**src/core/ppr_remap_map.svh**
```systemverilog
// Constants for the peripheral pin remapping matrix.
`ifndef PPR_REMAP_MAP_SVH
`define PPR_REMAP_MAP_SVH
`define PPR_NUM_PINS      26
`define PPR_NUM_IN_FN     28
`define PPR_NUM_OUT_FN    32
`define PPR_NUM_IN_REGS   14
`define PPR_NUM_OUT_REGS  13
`define PPR_SEL_W         5
`define PPR_FLD_LO_POS    0
`define PPR_FLD_HI_POS    8
`define PPR_IN_SEL_RST    5'h1f
`define PPR_OUT_SEL_RST   5'h00
`define PPR_OUT_NONE      5'h00
`define PPR_LOCK_BIT      6
`define PPR_ONE_WAY_BIT   4
`define PPR_LOCK_RST      1'b0
`define PPR_FUSE_RST      1'b1
`define PPR_KEY_ONE       8'h5a
`define PPR_KEY_TWO       8'ha5
`define PPR_UNLOCK_WIN    3'h2
`define PPR_INACTIVE_LVL  1'b0
`endif

```
**src/core/ppr_pkg.sv**
```systemverilog
// Types shared by the pin remapping matrix and its lock controller.
`include "ppr_remap_map.svh"
package ppr_pkg;
    typedef logic [`PPR_SEL_W-1:0] ppr_sel_t;

    typedef struct packed {
        logic        wr;
        logic        is_out;
        logic [3:0]  index;
        logic [15:0] data;
    } ppr_map_wr_t;

    typedef struct packed {
        logic       osc_wr;
        logic [7:0] osc_data;
        logic       key_wr;
        logic [7:0] key_data;
    } ppr_lock_req_t;

    typedef enum logic [2:0] {
        KS_IDLE  = 3'b001,
        KS_ARMED = 3'b010,
        KS_OPEN  = 3'b100
    } ppr_key_state_t;
endpackage : ppr_pkg

```
**src/core/ppr_remap.sv**
```systemverilog
// Peripheral pin remapping matrix between pads and digital peripherals.
// Overview of operation
// - Matrix serves up to 26 remappable pins, numbered 0 to 25.
// - A remapped output overrides the parallel port and port data on its pin.
// - Special fixed outputs beat any remapped output on the same pin.
// - Mapping an input never takes drive of the pin.
// - Without remapped output, enable follows direction bit or fixed peripheral.
// - Inputs see the pin only in digital mode, inactive when analog enabled.
// - Each peripheral input has a 5-bit field; value n selects pin n.
// - Each input map register holds two fields for two inputs.
// - Valid input field values span exactly the implemented pins.
// - Input and output maps are separate register sets.
// - Remappable peripherals start disconnected from every pin.
// - Remappable set covers serial, timer, capture, compare, interrupt, comparator.
// - I2C, change notify, alarm and analog functions stay outside.
// - With one-way fuse, a set lock cannot be cleared.
// - While locked, map writes are ignored; with one-way fuse, unlock has no effect.
// - With one-way fuse, only reset clears the lock.
// - Unprogrammed fuse reads as set, one write session per reset.
// - Programmed fuse allows clearing lock through the unlock sequence.
// - Reset loads input fields with ones, output fields with zeros.
// - Map registers change only while the lock bit is zero.
// - Lock bit resets unlocked.
`timescale 1ns/1ns
`include "ppr_remap_map.svh"
module ppr_remap (
    // Clock and reset.
    input  logic                         sys_clk,
    input  logic                         resetn,
    // Mapping register write and read-back.
    input  ppr_pkg::ppr_map_wr_t         map_wr,
    input  logic                         map_rd_is_out,
    input  logic [3:0]                   map_rd_index,
    output logic [15:0]                  map_rd_data,
    // Lock control and status.
    input  ppr_pkg::ppr_lock_req_t       lock_req,
    input  logic [15:0]                  config_word_two,
    output logic                         map_write_lock,
    output logic                         single_session_lock_fuse,
    // Pad side.
    input  logic [`PPR_NUM_PINS-1:0]     pad_in,
    input  logic [`PPR_NUM_PINS-1:0]     pin_direction_bit,
    input  logic [`PPR_NUM_PINS-1:0]     port_out,
    input  logic [`PPR_NUM_PINS-1:0]     fixed_oe,
    input  logic [`PPR_NUM_PINS-1:0]     fixed_out,
    input  logic [`PPR_NUM_PINS-1:0]     special_oe,
    input  logic [`PPR_NUM_PINS-1:0]     special_out,
    input  logic [`PPR_NUM_PINS-1:0]     analog_en,
    output logic [`PPR_NUM_PINS-1:0]     pad_out,
    output logic [`PPR_NUM_PINS-1:0]     pad_oe,
    // Peripheral side; output code 0 is unused.
    input  logic [`PPR_NUM_OUT_FN-1:0]   periph_out,
    output logic [`PPR_NUM_IN_FN-1:0]    periph_in
);
    // Only digital serial, timer, capture, compare, interrupt and comparator
    // signals are wired to these ports at chip level; I2C, change notify,
    // alarm and analog functions keep their own fixed pads.
    ppr_pkg::ppr_sel_t           in_sel      [`PPR_NUM_IN_FN];
    ppr_pkg::ppr_sel_t           next_in_sel [`PPR_NUM_IN_FN];
    ppr_pkg::ppr_sel_t           out_sel     [`PPR_NUM_PINS];
    ppr_pkg::ppr_sel_t           next_out_sel[`PPR_NUM_PINS];
    logic [15:0]                 next_rd_data;
    logic [`PPR_NUM_PINS-1:0]    next_pad_out;
    logic [`PPR_NUM_PINS-1:0]    next_pad_oe;
    logic [`PPR_NUM_IN_FN-1:0]   next_periph_in;
    logic                        map_change;

    // Pin level seen by a peripheral input for a given selection.
    function automatic logic pin_level(input ppr_pkg::ppr_sel_t s,
                                       input logic [`PPR_NUM_PINS-1:0] lvl,
                                       input logic [`PPR_NUM_PINS-1:0] ana);
        logic r;
        r = `PPR_INACTIVE_LVL;
        if (s < 5'(`PPR_NUM_PINS)) begin
            r = ana[s] ? `PPR_INACTIVE_LVL : lvl[s];
        end
        return r;
    endfunction : pin_level

    // Pull one 5-bit field out of a 16-bit register image.
    function automatic ppr_pkg::ppr_sel_t field(input logic [15:0] d, input logic hi);
        return hi ? d[`PPR_FLD_HI_POS +: `PPR_SEL_W] : d[`PPR_FLD_LO_POS +: `PPR_SEL_W];
    endfunction : field

    // Pack two fields into a register image; unused bits read zero.
    function automatic logic [15:0] pack(input ppr_pkg::ppr_sel_t lo, input ppr_pkg::ppr_sel_t hi);
        return {3'h0, hi, 3'h0, lo};
    endfunction : pack

    ppr_key_lock u_lock (
        .sys_clk                  (sys_clk),
        .resetn                   (resetn),
        .lock_req                 (lock_req),
        .config_word_two          (config_word_two),
        .map_write_lock           (map_write_lock),
        .single_session_lock_fuse (single_session_lock_fuse),
        .unlock_open              ()
    );

    // Map register writes; input and output maps are separate banks.
    always_comb begin
        next_in_sel  = in_sel;
        next_out_sel = out_sel;
        if (map_wr.wr && !map_write_lock) begin
            if (!map_wr.is_out) begin
                for (int r = 0; r < `PPR_NUM_IN_REGS; r++) begin
                    if (map_wr.index == 4'(r)) begin
                        next_in_sel[2*r]   = field(map_wr.data, 1'b0);
                        next_in_sel[2*r+1] = field(map_wr.data, 1'b1);
                    end
                end
            end else begin
                for (int r = 0; r < `PPR_NUM_OUT_REGS; r++) begin
                    if (map_wr.index == 4'(r)) begin
                        next_out_sel[2*r]   = field(map_wr.data, 1'b0);
                        next_out_sel[2*r+1] = field(map_wr.data, 1'b1);
                    end
                end
            end
        end
    end

    // Read-back of the addressed register; out-of-range indices read zero.
    always_comb begin
        next_rd_data = 16'h0000;
        if (!map_rd_is_out) begin
            for (int r = 0; r < `PPR_NUM_IN_REGS; r++) begin
                if (map_rd_index == 4'(r)) begin
                    next_rd_data = pack(in_sel[2*r], in_sel[2*r+1]);
                end
            end
        end else begin
            for (int r = 0; r < `PPR_NUM_OUT_REGS; r++) begin
                if (map_rd_index == 4'(r)) begin
                    next_rd_data = pack(out_sel[2*r], out_sel[2*r+1]);
                end
            end
        end
    end

    // Pad drive with priority special, then remapped, then fixed or port.
    always_comb begin
        next_pad_out = '0;
        next_pad_oe  = '0;
        for (int p = 0; p < `PPR_NUM_PINS; p++) begin
            if (special_oe[p]) begin
                next_pad_oe[p]  = 1'b1;
                next_pad_out[p] = special_out[p];
            end else if (out_sel[p] != `PPR_OUT_NONE) begin
                next_pad_oe[p]  = 1'b1;
                next_pad_out[p] = periph_out[out_sel[p]];
            end else begin
                // Input selections never reach this term, so an input mapping
                // cannot turn a pad into a driver.
                next_pad_oe[p]  = fixed_oe[p] | ~pin_direction_bit[p];
                next_pad_out[p] = fixed_oe[p] ? fixed_out[p] : port_out[p];
            end
        end
    end

    // Peripheral inputs sample their selected pin.
    always_comb begin
        next_periph_in = '0;
        for (int f = 0; f < `PPR_NUM_IN_FN; f++) begin
            next_periph_in[f] = pin_level(in_sel[f], pad_in, analog_en);
        end
    end

    // Registering the pads costs one cycle of latency but keeps glitches
    // from the select mux off the pins.
    always_ff @(posedge sys_clk) begin
        if (!resetn) begin
            for (int f = 0; f < `PPR_NUM_IN_FN; f++) begin
                in_sel[f] <= `PPR_IN_SEL_RST;
            end
            for (int p = 0; p < `PPR_NUM_PINS; p++) begin
                out_sel[p] <= `PPR_OUT_SEL_RST;
            end
            map_rd_data <= 16'h0000;
            pad_out     <= '0;
            pad_oe      <= '0;
            periph_in   <= '0;
        end else begin
            in_sel      <= next_in_sel;
            out_sel     <= next_out_sel;
            map_rd_data <= next_rd_data;
            pad_out     <= next_pad_out;
            pad_oe      <= next_pad_oe;
            periph_in   <= next_periph_in;
        end
    end

    // Assertion helpers.
    assign map_change = (next_in_sel != in_sel) || (next_out_sel != out_sel);
endmodule : ppr_remap

```
**src/core/ppr_key_lock.sv**
```systemverilog
// Write lock of the mapping registers with key sequence and one-way fuse.
`timescale 1ns/1ns
`include "ppr_remap_map.svh"
module ppr_key_lock (
    // Clock and reset.
    input  logic                   sys_clk,
    input  logic                   resetn,
    // Lock control writes and fuse word.
    input  ppr_pkg::ppr_lock_req_t lock_req,
    input  logic [15:0]            config_word_two,
    // Lock state.
    output logic                   map_write_lock,
    output logic                   single_session_lock_fuse,
    output logic                   unlock_open
);
    ppr_pkg::ppr_key_state_t state;
    ppr_pkg::ppr_key_state_t next_state;
    logic [2:0]              win_cnt;
    logic [2:0]              next_win_cnt;
    logic                    next_lock;
    logic                    fuse;
    logic                    next_fuse;
    logic                    fuse_taken;
    logic                    next_fuse_taken;
    logic                    frozen;

    // Once locked under the one-way fuse nothing but reset reopens it.
    assign frozen      = fuse && map_write_lock;
    assign unlock_open = (state == ppr_pkg::KS_OPEN);
    assign single_session_lock_fuse = fuse;

    // Key sequence, lock bit and fuse capture.
    always_comb begin
        next_state      = state;
        next_win_cnt    = win_cnt;
        next_lock       = map_write_lock;
        next_fuse       = fuse;
        next_fuse_taken = 1'b1;
        if (!fuse_taken) begin
            next_fuse = config_word_two[`PPR_ONE_WAY_BIT];
        end
        case (state)
            ppr_pkg::KS_IDLE: begin
                if (lock_req.key_wr && lock_req.key_data == `PPR_KEY_ONE && !frozen) begin
                    next_state = ppr_pkg::KS_ARMED;
                end
            end
            ppr_pkg::KS_ARMED: begin
                // The second key must follow on the very next cycle.
                if (lock_req.key_wr && lock_req.key_data == `PPR_KEY_TWO) begin
                    next_state   = ppr_pkg::KS_OPEN;
                    next_win_cnt = `PPR_UNLOCK_WIN;
                end else begin
                    next_state = ppr_pkg::KS_IDLE;
                end
            end
            ppr_pkg::KS_OPEN: begin
                next_win_cnt = win_cnt - 3'h1;
                if (lock_req.osc_wr || win_cnt == 3'h1) begin
                    next_state = ppr_pkg::KS_IDLE;
                end
            end
            default: begin
                next_state = ppr_pkg::KS_IDLE;
            end
        endcase
        if (lock_req.osc_wr) begin
            if (lock_req.osc_data[`PPR_LOCK_BIT]) begin
                next_lock = 1'b1;
            end else if (unlock_open && !frozen) begin
                next_lock = 1'b0;
            end
        end
    end

    // Registers; the fuse reads as one-way until it has been captured.
    always_ff @(posedge sys_clk) begin
        if (!resetn) begin
            state          <= ppr_pkg::KS_IDLE;
            win_cnt        <= 3'h0;
            map_write_lock <= `PPR_LOCK_RST;
            fuse           <= `PPR_FUSE_RST;
            fuse_taken     <= 1'b0;
        end else begin
            state          <= next_state;
            win_cnt        <= next_win_cnt;
            map_write_lock <= next_lock;
            fuse           <= next_fuse;
            fuse_taken     <= next_fuse_taken;
        end
    end
endmodule : ppr_key_lock

```
**config.mk**
```make
export PLATFORM = sky130hd
export DESIGN_NAME = ppr_remap
export DESIGN_NICKNAME = d
export VERILOG_FILES = /design/src/core/ppr_pkg.sv /design/src/core/ppr_remap.sv /design/src/core/ppr_key_lock.sv
export VERILOG_INCLUDE_DIRS = /design/src /design/src/core
export SDC_FILE = /design/constraint.sdc
export NUM_CORES = 2
export LEC_CHECK = 0
export ABC_AREA = 1
export BUFFER_PORTS_ARGS = -buffer_cell sky130_fd_sc_hd__buf_4
export CAP_MARGIN = 0
export CORE_UTILIZATION = 40
export DETAILED_ROUTE_END_ITERATION = 16
export MAX_ROUTING_LAYER = met4
export SYNTH_ARGS = -nofsm -noshare
export SYNTH_HDL_FRONTEND = slang
export SYNTH_SLANG_ARGS = --single-unit
```
**constraint.sdc**
```tcl
create_clock -name sys_clk -period 1.81 [get_ports sys_clk]
set_clock_uncertainty 0.1 [all_clocks]
set_input_delay 0.543 -clock sys_clk [delete_from_list [all_inputs] [get_ports sys_clk]]
set_output_delay 0.543 -clock sys_clk [all_outputs]
set_load 0.03 [all_outputs]
```
## Word-level counts from Yosys, hierarchy flattened

Cells that the tools add are included.

| operators by class | value |
|---|---|
| bitwise gates (word level) | 82 |
| $add $sub $neg | 1 |
| equality and inequality tests | 35 |
| mux-type cells | 331 |
| reductions and logical operators | 97 |
| $lt $le $gt $ge | 82 |

Operator list:

| operator | count |
|---|---|
| 2-to-1 mux 16 bit | 26 |
| binary-select mux 1 bit (select 5 bit) | 82 |
| < comparator 5 x 6 -> 1 bit (second input constant) | 54 |
| 2-to-1 mux 1 bit | 215 |
| < comparator 5 bit (second input constant) | 28 |
| nonzero test 5 bit | 26 |
| OR reduction 3 bit | 28 |
| AND reduction 3 bit | 27 |
| NOT 1 bit | 56 |
| == test 4 bit (second input constant) | 12 |
| == test 4 x 3 -> 1 bit (second input constant) | 8 |
| 2-to-1 mux 13 bit | 2 |
| bitwise OR 1 bit | 26 |
| == test 4 x 2 -> 1 bit (second input constant) | 4 |
| 2-to-1 mux 3 bit | 4 |
| one-hot mux 3 bit (3 select lines) | 1 |
| == test 4 x 1 -> 1 bit (second input constant) | 2 |
| == test 8 x 7 -> 1 bit (second input constant) | 1 |
| == test 8 bit (second input constant) | 1 |
| zero test 4 bit | 2 |
| == test 3 x 1 -> 1 bit (second input constant) | 2 |
| logical AND 1 bit | 6 |
| one-hot mux 3 bit (2 select lines) | 1 |
| AND reduction 2 bit | 3 |
| 8 further kinds | 11 |

| word-level totals | value |
|---|---|
| bits of input ports | 303 |
| logic and storage cells | 718 |
| flip-flop bits (word level) | 375 |

## Depth between registers and ports, before layout

| logic depth | value |
|---|---|
| word-level depth | 16 |
| gate-level depth with buffers | 14 |
| mapped depth without buffers | 13 |

## Modules after synthesis

Synthesis repeated with hierarchy kept, for this count alone.

| second synthesis, totals | value |
|---|---|
| cells, all modules | 4996 |
| area, all modules | 29660.9 µm² |

By module, submodules not included:

| module | cells an instance | times used | area each (µm²) | sequential area each (µm²) |
|---|---|---|---|---|
| ppr_remap | 4913 | 1 | 29149.2 | 7206.9 |
| ppr_key_lock | 83 | 1 | 511.7 | 180.2 |

## Worst setup path before layout

Ideal clock, no wire load.

| timing | value |
|---|---|
| path type | input -> register |
| from | in pad_in[22] |
| to | reg periph_in[7] |
| path slack | -0.037 ns |
| arrival time | 1.626 ns |
| stages | 10 |
| path buffers | 1 |
| path through | inv_1 -> nor2_1 -> inv_1 -> clkbuf_1 -> a21oi_1 -> o21ai_0 -> nand3_1 -> a221o_1 -> nand2_1 -> nor2_1 |

| between the ends | value |
|---|---|
| word-level cells in the longest chain between the ends | 2 |

Ends and longest elaborated chain:

| element | line | RTL |
|---|---|---|
| from (decl) | ppr_remap.sv:41 | `` input logic [`PPR_NUM_PINS-1:0] pad_in, `` |
| binary-select mux 1 bit (select 5 bit) | ppr_remap.sv:75 | `` r = ana[s] ? `PPR_INACTIVE_LVL : lvl[s]; `` |
| 2-to-1 mux 1 bit (implied by the code) | ppr_remap.sv:75 |  |
| to (signal assigned) | ppr_remap.sv:189 | `periph_in <= next_periph_in;` |
| to (decl) | ppr_remap.sv:53 | `` output logic [`PPR_NUM_IN_FN-1:0] periph_in `` |

No other way between the ends. The select of a mux whose other input is x is not followed.
A chain may end at the register's enable or synchronous reset.

## Worst setup path in the final report

| timing | value |
|---|---|
| from | reg u_lock.map_write_lock |
| to | out map_write_lock |

RTL lines:

| element | line | RTL |
|---|---|---|
| from (decl) | ppr_key_lock.sv:12 | `output logic map_write_lock,` |
| from (signal assigned) | ppr_key_lock.sv:81 | `` map_write_lock <= `PPR_LOCK_RST; `` |
| from (signal assigned) | ppr_key_lock.sv:87 | `map_write_lock <= next_lock;` |
| to (decl) | ppr_remap.sv:38 | `output logic map_write_lock,` |

No word-level cell between the ends.

==> summary.md <==
| Metric | Value |
|---|---|
| Hold Path Depth | 2 |
| Largest family of logic cells by synthesized area | compound AO/OA/AOI/OAI gates |
| Pwr Total | 23.8 mW |
| Post-Syn Instances | 4954 |
| Failing checks | negative setup slack |
| Initial antenna violation count | 2 |
| GRT Util Overall | 39.4% |
| Chip height | 274 µm |
| Rows | 99 |
| Run status | finished with violations |
| Stages on the worst setup path | 1 |
| Crit path arrival time | 1.17 ns |
| CP max FO | 5 |
| Reg2Reg Depth | 8 |
| Total congestion overflow | 0 |
| Clock transition at path regs | 0.06 ns |
| Vias/cell | 6.09 |
| Register area share after synthesis | 25.0% |
| Asr flop ratio synth | 0% |
| # IOs | 401 |
| ANT nets after route | 0 |
| Startpoint Class | register |
| Area delta synth->final | 35.6% |
| Crit Path Class | reg2out |
| Final WS setup | -0.00298 ns |
| WHS | 0.0179 ns |
| Crit path cell chain | buf_6 |
| WP data required | 1.17 ns |
| Cell Pwr Density | 594 nW/µm² |
| Post-layout minimum cycle time | 1.81 ns |
| Max Cap Violations | 0 |
| CTS tree | built |
| Vias in the first global route | 34500 |
| Post-synth EDFFs | 0 |
| Root Buffer | clkbuf_16 |
| Layout cells sized above 1 | 21.1% |
| Netlist cell types | 43 |
| Ys Warns | 0 |
| Compound-gate portion of the synthesized area | 40.4% |
| Clock sinks | 369 |
| Synth Area in Simple Gates | 22.4% |
| Core area | 73000 µm² |
| Yosys reg bits | 369 |
| Die ar. | 75000 µm² |
| Lkg Pwr | 17.3 nW |
| Final Hold Viols | 0 |
| RSZ-0062 raised after global routing | yes |
| Post-Place Setup Slack | -0.804 ns |
| Commonest non-fill, non-tap cell in the layout | o21ai_0 |
| # port buffers | 366 |
| Most frequent cells in the layout | o21ai_0 (958), buf_4 (800), nand2_1 (722), a21oi_1 (661), nor2_1 (476) |
| Synthesized area per cell | 5.96 µm² |
| WP buf/inv | 1 |
| Hold Buf Count CTS | 0 |
| Post-detail-place hpwl | 106000 µm |
| DRC viols | 0 |
| Period utilization | 100% |
| Vias | 39800 |
| Worst VDD drop | 0.540 mV |
| Top delay family on crit path | flip-flops |
| Slowest CP cell | dfxtp_4 |
| Critical Path Max Stage Delay | 0.41 ns |
| First-pass GRT wire length | 218000 µm |
| Wire per inst | 23.1 µm |
| Final net count | 5848 |
| Min-Delay Path Class | in2reg |
| Horiz. Die Dim | 274 µm |
| DRT Pass-1 Iters | 8 |
| CTS Buffer Depth | 3 |
| Critical path endpoint category | output port |
| Ys flop type | dfxtp_1 |
| H-tree Lvls | 2 |
| Final Setup Violations | 1 |
| Initial Util | 40.5% |
| Num CTS Buffers | 48 |
| Drt total wl | 151000 µm |
| Pin count of the biggest net entering global routing | 66 |
| Skew-Pair Late Insertion Delay | 0.62 ns |
| Gpl congestion | 1.03 |
| Synth Area in Adders | 0.0847% |
| Mux share of post-synthesis cell area | 0.860% |
| Max Slew Vio Count | 0 |
| Fraction of synthesized cell area in xor and xnor cells | 0% |
| DRT iter0 DRCs | 5675 |
| Mapped Area | 29500 µm² |
| FMAX | 0.552 GHz |
## stage by stage
step | TNS (ns) | util, % | area (µm²) | std cells
floorplan | 0 | - | 29600 | 4959
detailed placement | -38.60 | 51.9 | 37900 | 6411
global placement | -33.71 | 51.9 | 37900 | 6411
finish | -0.00298 | 54.9 | 40100 | 6538
global route | -0.176 | 54.9 | 40100 | 6538
CTS | -0.0145 | 54.2 | 39500 | 6497
## power breakdown
part / switching, mW / leakage [nW] / internal (mW) / total, mW
sequential: 0.178 / 3.01 / 8.35 / 8.53
combinational: 3.24 / 13.5 / 2.19 / 5.43
clock: 4.12 / 0.776 / 5.72 / 9.84
total: 7.54 / 17.3 / 16.3 / 23.8
## area by class of cell
type | instances | area (µm²)
repair buffers | 965 | 9210
clock buffers | 66 | 1380
diodes | 2 | 5.00
inverters | 407 | 1620
clock inverters | 18 | 179
fillers | 7270 | 32900
well taps | 959 | 1200
multi-input cells | 3745 | 19000
repair inverters | 7 | 40.0
flip-flops and latches | 369 | 7420
## Yosys cell counts, types with 2 or more instances
library cell  number  area (µm²)
o21ai_0          964        4820
nand2_1          726        2730
a21oi_1          665        3330
nor2_1           489        1840
inv_1            376        1410
dfxtp_1          369        7390
clkbuf_1         347        1300
o211ai_1         322        2420
nand3_1          245        1230
buf_2             73         365
nand4_1           65         407
o221ai_1          55         482
o22ai_1           31         194
a221oi_1          27         236
nor3b_1           24         180
mux2i_1           22         220
clkinv_1          19        71.3
nor3_1            16        80.1
o311ai_1          15         131
a31oi_1           13        81.3
buf_4             13        97.6
o21ai_1           13        65.1
inv_2             12        45.0
a211oi_1          10        75.1
nor2_2             9        56.3
a221o_1            5        50.1
clkbuf_2           4        20.0
mux2_2             3        33.8
nand2_2            3        18.8
nor4_1             3        18.8
ha_1               2        25.0
nand3b_1           2        15.0
nor2_4             2        22.5
## sequential cells by signal (all words and copies together) (netlist names)
register	cells
in_sel	140
pad_out	26
u_lock.fuse_taken	1
u_lock.single_session_lock_fuse	1
u_lock.state	3
u_lock.win_cnt	3
out_sel	130
periph_in	28
map_rd_data	10
u_lock.map_write_lock	1
pad_oe	26
## path summary, 6_finish.rpt
kind	from	end	slack (ns)
hold reg to reg	u_lock.fuse_taken$_DFF_P_	u_lock.single_session_lock_fuse$_SDFFE_PN1N_	0.34
setup / recovery	u_lock.map_write_lock$_SDFFE_PN0P_	map_write_lock	-0.003
setup reg to reg	in_sel[85]$_SDFFE_PN1P_	periph_in[10]$_SDFF_PP0_	0.05
hold / removal	pin_direction_bit[20]	pad_oe[20]$_SDFF_PN0_	0.02
## logic make-up (layout without fill, tap and decap cells)
| group | count (synthesis) | count (layout) |
|---|---|---|
| AOI/OAI and AO/OA | 2124 | 2124 |
| adders and majority gates | 2 | 2 |
| buffers and inverters | 846 | 1463 |
| DFF | 369 | 369 |
| muxes | 25 | 25 |
| other | 1 | 8 |
| and+or+nand+nor | 1587 | 1588 |
## routing by layer
layer  part of all wire, %  up-vias  GRT usage (%)
met5                     0        -              -
met4                   5.6        0           18.9
met3                    13      580           7.82
met2                    43     2799           58.6
met1                    39    17900           50.6
li1                      -    18500              -
## what timing repair did
| item | 4_1_cts | 5_1_grt |
|---|---|---|
| pin swaps | 0 | 14 |
| gates resized for setup | 20 | 96 |
| cloned | 0 | 8 |
| setup endpoints to repair | 20 | 59 |
| setup buffers | 2 | 31 |
Power figures use the tool's default switching activity.
